--- src/pkg/vcd_cfg.svh ---
/*
 * Offsets, field positions, reset values and fixed sizes of the virtual
 * CPU interface control and deactivate block.
 * Assumes byte addresses on a 13-bit register address and 32-bit data.
 */
`ifndef VCD_CFG_SVH
`define VCD_CFG_SVH

// ==========================================================================
// Register offsets
`define VCD_OFS_CONTROL       13'h0000
`define VCD_OFS_BINARY_POINT  13'h0008
`define VCD_OFS_DEACTIVATE    13'h1000

// ==========================================================================
// Control fields
`define VCD_CTL_SPLIT_MODE    9
`define VCD_CTL_COMMON_SPLIT  4
`define VCD_CTL_FAST_SELECT   3
`define VCD_CTL_LEGACY_ACK    2
`define VCD_CTL_GRP1_ENABLE   1
`define VCD_CTL_GRP0_ENABLE   0
`define VCD_CTL_WRITE_MASK    32'h0000_021f
`define VCD_CTL_RESET         10'h000
`define VCD_BP_RESET          3'h0

// ==========================================================================
// Identifier layout and special values
`define VCD_ID_W              25
`define VCD_PHYS_W            10
`define VCD_SWGEN_LIMIT       10'h010
`define VCD_SPECIAL_FIRST     10'h3fc
`define VCD_ID_NO_GROUP1      25'h00003fe
`define VCD_ID_SPURIOUS       25'h00003ff

// ==========================================================================
// List entry count and state codes
`define VCD_ENTRIES           4
`define VCD_IDX_W             2
`define VCD_ST_ACTIVE_BIT     1
`define VCD_ST_PENDING_MASK   2'h1

`endif

--- src/pkg/vcd_pkg.sv ---
/*
 * Types shared by the control and deactivate block and its entry matcher.
 * Assumes vcd_cfg.svh is on the include path.
 */
`include "vcd_cfg.svh"

package vcd_pkg;

	// ======================================================================
	// Identifiers and list entries
	typedef logic [`VCD_ID_W-1:0]   vcd_id_t;
	typedef logic [`VCD_PHYS_W-1:0] vcd_phys_t;
	typedef logic [`VCD_IDX_W-1:0]  vcd_idx_t;
	typedef logic [1:0]             vcd_state_t;
	typedef vcd_id_t   [`VCD_ENTRIES-1:0] vcd_id_arr_t;
	typedef vcd_state_t [`VCD_ENTRIES-1:0] vcd_state_arr_t;
	typedef vcd_phys_t [`VCD_ENTRIES-1:0] vcd_phys_arr_t;

	// Comparison key: reserved bits dropped, source field kept for software-made ones
	function automatic logic [12:0] vcd_id_key(input vcd_id_t id);
		logic [12:0] key;
		key = id[12:0];
		if (id[9:0] >= `VCD_SWGEN_LIMIT)
		begin
			key[12:10] = 3'h0;
		end
		return key;
	endfunction : vcd_id_key

endpackage : vcd_pkg

--- src/verilog/vcd_ctrl.sv ---
/*
 * Control, binary point and deactivate registers of a virtual CPU interface.
 * Assumes a same-clock register port, list entries held by the hypervisor
 * side, and a distributor that takes one-cycle deactivate pulses.
 */
`timescale 1ns/1ns
`include "vcd_cfg.svh"

module vcd_ctrl
	import vcd_pkg::*;
(
	// Clock and reset
	input  wire logic           clk_i,
	input  wire logic           reset_n_i,
	// Guest register port
	input  wire logic           reg_wr_i,
	input  wire logic           reg_rd_i,
	input  wire logic [12:0]    reg_addr_i,
	input  wire logic [31:0]    reg_wdata_i,
	output logic      [31:0]    reg_rdata_o,
	// Hypervisor view of the binary point
	input  wire logic           hyp_split_wr_i,
	input  wire logic [2:0]     hyp_split_data_i,
	output logic      [2:0]     hyp_split_view_o,
	// Group one alias binary point, held elsewhere
	input  wire logic [2:0]     group_one_split_alias_i,
	// Preemption masks
	output logic      [7:0]     group_zero_preempt_mask_o,
	output logic      [7:0]     group_one_preempt_mask_o,
	// Pending groups and presentation
	input  wire logic           group_zero_pending_i,
	input  wire logic           group_one_pending_i,
	output logic                virtual_irq_o,
	output logic                virtual_fiq_o,
	// Highest pending entry and query answer
	input  wire logic           top_valid_i,
	input  wire logic           top_group_i,
	input  wire vcd_id_t        top_id_i,
	output vcd_id_t             ack_query_id_o,
	// Completion writes from the guest
	input  wire logic           completion_write_i,
	input  wire vcd_id_t        completion_id_i,
	output logic                priority_drop_o,
	// List entries
	input  wire vcd_id_arr_t    entry_id_i,
	input  wire vcd_state_arr_t entry_state_i,
	input  wire [`VCD_ENTRIES-1:0] entry_valid_i,
	input  wire [`VCD_ENTRIES-1:0] entry_hw_i,
	input  wire vcd_phys_arr_t  entry_phys_id_i,
	output logic                entry_update_o,
	output vcd_idx_t            entry_update_index_o,
	output vcd_state_t          entry_update_state_o,
	// Counter and distributor
	output logic                missing_completion_inc_o,
	output logic                phys_deactivate_o,
	output vcd_phys_t           phys_deactivate_id_o,
	// Split completion mode to the processing element
	output logic                split_completion_mode_o
);
	// ======================================================================
	// Register decode
	logic       ctl_wr;
	logic       bp_wr;
	logic       dir_wr;
	logic [9:0] control;
	logic [2:0] split_point;

	assign ctl_wr = reg_wr_i && (reg_addr_i == `VCD_OFS_CONTROL);
	assign bp_wr  = reg_wr_i && (reg_addr_i == `VCD_OFS_BINARY_POINT);
	assign dir_wr = reg_wr_i && (reg_addr_i == `VCD_OFS_DEACTIVATE);

	// Field taps
	logic split_mode;
	logic common_split;
	logic fast_select;
	logic legacy_ack;
	logic grp1_en;
	logic grp0_en;

	assign split_mode   = control[`VCD_CTL_SPLIT_MODE];
	assign common_split = control[`VCD_CTL_COMMON_SPLIT];
	assign fast_select  = control[`VCD_CTL_FAST_SELECT];
	assign legacy_ack   = control[`VCD_CTL_LEGACY_ACK];
	assign grp1_en      = control[`VCD_CTL_GRP1_ENABLE];
	assign grp0_en      = control[`VCD_CTL_GRP0_ENABLE];
	assign split_completion_mode_o = split_mode;

	// ======================================================================
	// Control register; reset to zero though software may not rely on it
	always_ff @(posedge clk_i or negedge reset_n_i)
	begin
		if (!reset_n_i)
		begin
			control <= `VCD_CTL_RESET;
		end
		else if (ctl_wr)
		begin
			control <= reg_wdata_i[9:0] & 10'(`VCD_CTL_WRITE_MASK);
		end
	end

	// Binary point: one flop, two windows; hypervisor wins a collision
	always_ff @(posedge clk_i or negedge reset_n_i)
	begin
		if (!reset_n_i)
		begin
			split_point <= `VCD_BP_RESET;
		end
		else if (hyp_split_wr_i)
		begin
			split_point <= hyp_split_data_i;
		end
		else if (bp_wr)
		begin
			split_point <= reg_wdata_i[2:0];
		end
	end

	assign hyp_split_view_o = split_point;

	// ======================================================================
	// Preemption masks: group priority is bits [7:n+1] for point n
	function automatic logic [7:0] vcd_preempt_mask(input logic [2:0] point);
		return 8'hfe << point;
	endfunction : vcd_preempt_mask

	always_ff @(posedge clk_i or negedge reset_n_i)
	begin
		if (!reset_n_i)
		begin
			group_zero_preempt_mask_o <= 8'h00;
			group_one_preempt_mask_o  <= 8'h00;
		end
		else
		begin
			group_zero_preempt_mask_o <= vcd_preempt_mask(split_point);
			group_one_preempt_mask_o  <= common_split ? vcd_preempt_mask(split_point)
				: vcd_preempt_mask(group_one_split_alias_i);
		end
	end

	// ======================================================================
	// Presentation: registered so the lines never glitch
	always_ff @(posedge clk_i or negedge reset_n_i)
	begin
		if (!reset_n_i)
		begin
			virtual_irq_o <= 1'b0;
			virtual_fiq_o <= 1'b0;
		end
		else
		begin
			virtual_irq_o <= (group_one_pending_i && grp1_en)
				|| (group_zero_pending_i && grp0_en && !fast_select);
			virtual_fiq_o <= group_zero_pending_i && grp0_en && fast_select;
		end
	end

	// ======================================================================
	// Query answer; group comes from the entry's own group field
	always_ff @(posedge clk_i or negedge reset_n_i)
	begin
		if (!reset_n_i)
		begin
			ack_query_id_o <= `VCD_ID_SPURIOUS;
		end
		else if (!top_valid_i)
		begin
			ack_query_id_o <= `VCD_ID_SPURIOUS;
		end
		else if (top_group_i && !legacy_ack)
		begin
			ack_query_id_o <= `VCD_ID_NO_GROUP1;
		end
		else
		begin
			ack_query_id_o <= top_id_i;
		end
	end

	// ======================================================================
	// Read data: deactivate is write-only and reads zero like holes
	always_ff @(posedge clk_i or negedge reset_n_i)
	begin
		if (!reset_n_i)
		begin
			reg_rdata_o <= 32'h0000_0000;
		end
		else if (reg_rd_i)
		begin
			case (reg_addr_i)
				`VCD_OFS_CONTROL:      reg_rdata_o <= {22'h000000, control};
				`VCD_OFS_BINARY_POINT: reg_rdata_o <= {29'h00000000, split_point};
				default:               reg_rdata_o <= 32'h0000_0000;
			endcase
		end
	end

	// ======================================================================
	// Deactivate request capture; mode selects the source
	logic    deact_req;
	vcd_id_t deact_id;
	logic    special_id;
	vcd_id_t req_id;
	logic    req_take;

	// Mode zero: completion deactivates, direct writes dropped as a safe
	// choice for the unpredictable case. Mode one: only direct writes.
	assign req_take = split_mode ? dir_wr : completion_write_i;
	assign req_id   = split_mode ? reg_wdata_i[`VCD_ID_W-1:0]
		: completion_id_i;
	assign special_id = (req_id[9:0] >= `VCD_SPECIAL_FIRST);

	always_ff @(posedge clk_i or negedge reset_n_i)
	begin
		if (!reset_n_i)
		begin
			deact_req <= 1'b0;
			deact_id  <= '0;
		end
		else
		begin
			deact_req <= req_take && !special_id;
			deact_id  <= req_id;
		end
	end

	// Priority drop follows every completion write regardless of mode
	always_ff @(posedge clk_i or negedge reset_n_i)
	begin
		if (!reset_n_i)
		begin
			priority_drop_o <= 1'b0;
		end
		else
		begin
			priority_drop_o <= completion_write_i;
		end
	end

	// ======================================================================
	// Entry search and outcome
	logic     hit;
	vcd_idx_t hit_index;

	vcd_entry_match u_match (
		.id_i          (deact_id),
		.entry_id_i    (entry_id_i),
		.entry_state_i (entry_state_i),
		.entry_valid_i (entry_valid_i),
		.hit_o         (hit),
		.index_o       (hit_index)
	);

	vcd_state_t hit_state;
	logic       hit_active;

	assign hit_state  = entry_state_i[hit_index];
	assign hit_active = hit_state[`VCD_ST_ACTIVE_BIT];

	// Non-active hit leaves everything alone: the guest broke the contract
	always_ff @(posedge clk_i or negedge reset_n_i)
	begin
		if (!reset_n_i)
		begin
			entry_update_o           <= 1'b0;
			entry_update_index_o     <= '0;
			entry_update_state_o     <= 2'h0;
			missing_completion_inc_o <= 1'b0;
			phys_deactivate_o        <= 1'b0;
			phys_deactivate_id_o     <= '0;
		end
		else
		begin
			entry_update_o           <= deact_req && hit && hit_active;
			entry_update_index_o     <= hit_index;
			entry_update_state_o     <= hit_state & `VCD_ST_PENDING_MASK;
			missing_completion_inc_o <= deact_req && !hit;
			phys_deactivate_o        <= deact_req && hit && hit_active
				&& entry_hw_i[hit_index];
			phys_deactivate_id_o     <= entry_phys_id_i[hit_index];
		end
	end
endmodule : vcd_ctrl

--- src/verilog/vcd_entry_match.sv ---
/*
 * Searches the list entries for the identifier being deactivated.
 * Assumes entry contents are stable, same-clock inputs; purely combinational.
 */
`timescale 1ns/1ns
`include "vcd_cfg.svh"

module vcd_entry_match
	import vcd_pkg::*;
(
	// Identifier searched for
	input  wire vcd_id_t        id_i,
	// List entries
	input  wire vcd_id_arr_t    entry_id_i,
	input  wire vcd_state_arr_t entry_state_i,
	input  wire [`VCD_ENTRIES-1:0] entry_valid_i,
	// Result
	output logic                hit_o,
	output vcd_idx_t            index_o
);

	// ======================================================================
	// Per-entry compare
	logic [`VCD_ENTRIES-1:0] match;

	genvar g;
	generate
		for (g = 0; g < `VCD_ENTRIES; g++)
		begin : g_cmp
			// Entries in state inactive still count as present
			assign match[g] = entry_valid_i[g] &&
				(vcd_id_key(entry_id_i[g]) == vcd_id_key(id_i));
		end
	endgenerate

	// ======================================================================
	// Lowest matching entry wins; duplicates are a hypervisor error
	always_comb
	begin
		hit_o   = 1'b0;
		index_o = '0;
		for (int i = `VCD_ENTRIES - 1; i >= 0; i--)
		begin
			if (match[i])
			begin
				hit_o   = 1'b1;
				index_o = vcd_idx_t'(i);
			end
		end
	end

endmodule : vcd_entry_match
--- config.mk ---
export PLATFORM = sky130hd
export DESIGN_NAME = vcd_ctrl
export DESIGN_NICKNAME = d
export VERILOG_FILES = /design/src/pkg/vcd_pkg.sv /design/src/verilog/vcd_ctrl.sv /design/src/verilog/vcd_entry_match.sv
export VERILOG_INCLUDE_DIRS = /design/src /design/src/pkg
export SDC_FILE = /design/constraint.sdc
export NUM_CORES = 1
export LEC_CHECK = 0
export BUFFER_PORTS_ARGS = -buffer_cell sky130_fd_sc_hd__buf_4
export CAP_MARGIN = 0
export CORE_AREA = 2 2 140 142
export CTS_CLUSTER_DIAMETER = 40
export DETAILED_ROUTE_END_ITERATION = 12
export DIE_AREA = 0 0 142 144
export SLEW_MARGIN = 10
export SYNTH_ARGS = -nofsm -noshare
export SYNTH_HDL_FRONTEND = slang
export SYNTH_SLANG_ARGS = --single-unit
--- constraint.sdc ---
create_clock -name clk_i -period 3.5 [get_ports clk_i]
set_clock_uncertainty 0.2 [all_clocks]
set_input_delay 0.7 -clock clk_i [delete_from_list [all_inputs] [get_ports clk_i]]
set_output_delay 0.7 -clock clk_i [all_outputs]
set_load 0.005 [all_outputs]
==> results.sh <==
export IMPL_outcome="finished, final reports clean"
export IMPL_drcViolationCount=0
export IMPL_ctsResizeCount=0
export IMPL_place_congestion=0.805
export IMPL_syn_area_per_cell_um2=11.1
export IMPL_avgViaCountPerCell=4.37
export IMPL_regToRegEndpoint="phys_deactivate_id_o[9]"
export IMPL_num_rows=51
export IMPL_cts_hold_buffers_added=0
export IMPL_period_minus_slack_ps=3010
export IMPL_die_y_um=144
export IMPL_grt_start_max_net_pins=53
export IMPL_cts_sinks=87
export IMPL_synth_most_common_cell="dfrtp_1"
export IMPL_area_growth_pct=50.6
export IMPL_pin_count=364
export IMPL_path_class="flip-flop to flip-flop"
export IMPL_max_freq_ghz=0.332
export IMPL_synth_edf_count=0
export IMPL_p_leak_nw=3.18
export IMPL_synth_top_area_share_pct=41.6
export IMPL_dpl_worst_slack_ps=300
export IMPL_maxSlewViolCount=0
export IMPL_globalRouteOverflowTotal=0
export IMPL_grt_pass1_wl_um=22100
export IMPL_r2r_cells=8
export IMPL_synth_seq_area_share_pct=47.3
export IMPL_tightest_slew_ps=731
export IMPL_ys_top_cells_by_area="dfrtp_1 (42%), xnor2_1 (8.9%), mux2i_1 (8.2%)"
export IMPL_top_layer="met4"
export IMPL_final_area_um2=6970
export IMPL_die_area_um2=20400
export IMPL_wl_met3_um=942
export IMPL_wl_met1_um=6350
export IMPL_worst_setup_hold_path_clk_slew_ps=70
export IMPL_end_kind="flip-flop"
export IMPL_fill_cells=1961
export IMPL_required_ps=3500
export IMPL_ys_flop_type="dfrtp_1"
export IMPL_max_stage_delay_ps=560
export IMPL_worstPathMaxFanout=24
export IMPL_grt_pass1_vias=3965
export IMPL_io_buffers=255
export IMPL_start_kind="flip-flop"
export IMPL_critPathSlowestCell="nor4_4"
export IMPL_fin_nets=931
export IMPL_synth_distinct_cells=52
export IMPL_finalCritPeriodShare_pct=86.0
export IMPL_first_pass_iters=4
export IMPL_worstPathArrival_ps=3010
export IMPL_synthesis_area_um2=4630
export IMPL_cts_root_buf="clkbuf_16"
export IMPL_synthCells=416
export IMPL_cts_setup_buffers=0
export IMPL_cts_tree="done"
export IMPL_power_density_nw_per_um2=358
export IMPL_drive_gt1_share_pct=47.5
export IMPL_cp_cell_sequence="nor4_4 -> nand3_1 -> xnor2_1 -> and3_1 -> o211ai_2 -> inv_4 -> mux2i_1 -> mux2i_1"
export IMPL_core_area_um2=19100
export IMPL_async_reset_ff_share_pct=100
export IMPL_yosys_warnings=0
export IMPL_worst_path_most_repeated_cell="mux2i_1"
export IMPL_relSlewSlack_pct=51.3
export IMPL_synth_commonest_cells="dfrtp_1 (77), xnor2_1 (47), mux2i_1 (38)"
export IMPL_timing_setup_tns_ps=0
export IMPL_vias=3966
export IMPL_htreeDepth=3
export IMPL_critPathTopFamily="simple AND/OR/NAND/NOR gates"
export IMPL_drtIter0Drc=90
export IMPL_yosys_area_top_type="dfrtp_1"
export IMPL_hp_class="primary input to async pin"
export IMPL_worst_slack_ps=491
export IMPL_r2r_start="deact_id[4]"
export IMPL_fin_util_pct=36.6
export IMPL_r2r_setup_slack_ps=490
export IMPL_rsz0062_at_grt="false"
export IMPL_place_hpwl_um=11800
export IMPL_ctsLongestPathBuffers=2
export IMPL_synth_seq_cells=87
export IMPL_antenna_found_initial=0
export IMPL_ant_nets=0
export IMPL_cp_num_buf_inv=1
export IMPL_wire_per_inst_um=16.2
export IMPL_placed_cell_area_um2=6670
export IMPL_diodes=0
export IMPL_setup_viol=0
export IMPL_maxCapViolCount=0
export IMPL_cts_made_buffers=9
export IMPL_die_w_um=142
export IMPL_start_util_pct=24.3
export IMPL_hold_viol=0
export IMPL_clkLatencyLatePin_ps=340
export IMPL_met2_wirelength_um=7290
export IMPL_ir_drop_mv=0.217
export IMPL_routed_wl_um=14700
export IMPL_grt_use_total_pct=14.1
-- how the worst max path moves through the flow --
stage / slack (ps) / startpoint / endpoint / depth (start not counted)
floorplan: 850 / entry_id_i[4] / phys_deactivate_o / 7
global placement: 280 / entry_id_i[54] / phys_deactivate_id_o[9] / 10
CTS: 460 / deact_id[4] / phys_deactivate_id_o[9] / 8
global route: 240 / deact_id[4] / phys_deactivate_id_o[4] / 8
finish: 490 / deact_id[4] / phys_deactivate_id_o[9] / 8
detailed placement: 300 / entry_id_i[54] / phys_deactivate_id_o[9] / 10
-- metal layers --
layer  global-route usage, %  up-vias
li1                        -     1920
met1                    18.5     1907
met2                    22.9      128
met3                    4.67       11
met4                    2.74        0
met5                       0        -
-- sequential cells by signal, indices dropped and copies added (netlist names), 3 cells and up --
signal                     flops
hyp_split_view_o               3
deact_id                      13
group_one_preempt_mask_o       7
phys_deactivate_id_o          10
reg_rdata_o                    6
group_zero_preempt_mask_o      7
ack_query_id_o                25
control                        6
-- logic make-up (layout without fill, tap and decap cells) --
group / Yosys count / in the layout / synth area share (%)
AO/OA/AOI/OAI: 44 / 44 / 6.86
XOR/XNOR: 48 / 48 / 9.24
buffers and inverters: 61 / 286 / 8.29
flip-flops: 87 / 87 / 47.3
multiplexers: 60 / 60 / 13.6
other: 1 / 29 / 0.0810
AND/OR/NAND/NOR: 115 / 115 / 14.6
-- stage by stage --
step	total power [W]	hold WS (ps)	std cells
finish	0.00250	111	907
global route	0.00263	132	907
CTS	0.00255	117	907
detailed placement	0.00153	297	891
global placement	0.00152	317	891
floorplan	0.00126	204	444
-- layout by cell type, fill, tap and decap left out, types with 9 or more instances in the layout --
cell / instances
buf_4: 259
dfrtp_1: 77
xnor2_1: 47
mux2i_1: 38
conb_1: 29
mux2_2: 21
nand3_1: 20
nand4_1: 17
and3_1: 17
nand2_1: 13
nor2_1: 10
nand2b_1: 10
dfstp_2: 10
o21ai_0: 9
clkbuf_16: 9
-- layout make-up --
class | instances | area (um2) | area share [%]
Inverter | 9 | 36.3 | 0.520
Clock buffer | 10 | 229 | 3.28
Clock inverter | 6 | 73.8 | 1.06
Sequential cell | 87 | 2190 | 31.4
Tap cell | 238 | 298 | 4.27
Multi-Input combinational cell | 296 | 2160 | 31.0
Timing Repair Buffer | 261 | 1980 | 28.5
-- report_power, final --
part	total, W	internal [W]	switching, W
registers	0.00109	0.00105	0.0000413
clock network	0.000999	0.000564	0.000434
logic	0.000407	0.000250	0.000157
No activity file was read; power rests on OpenSTA's default activity.
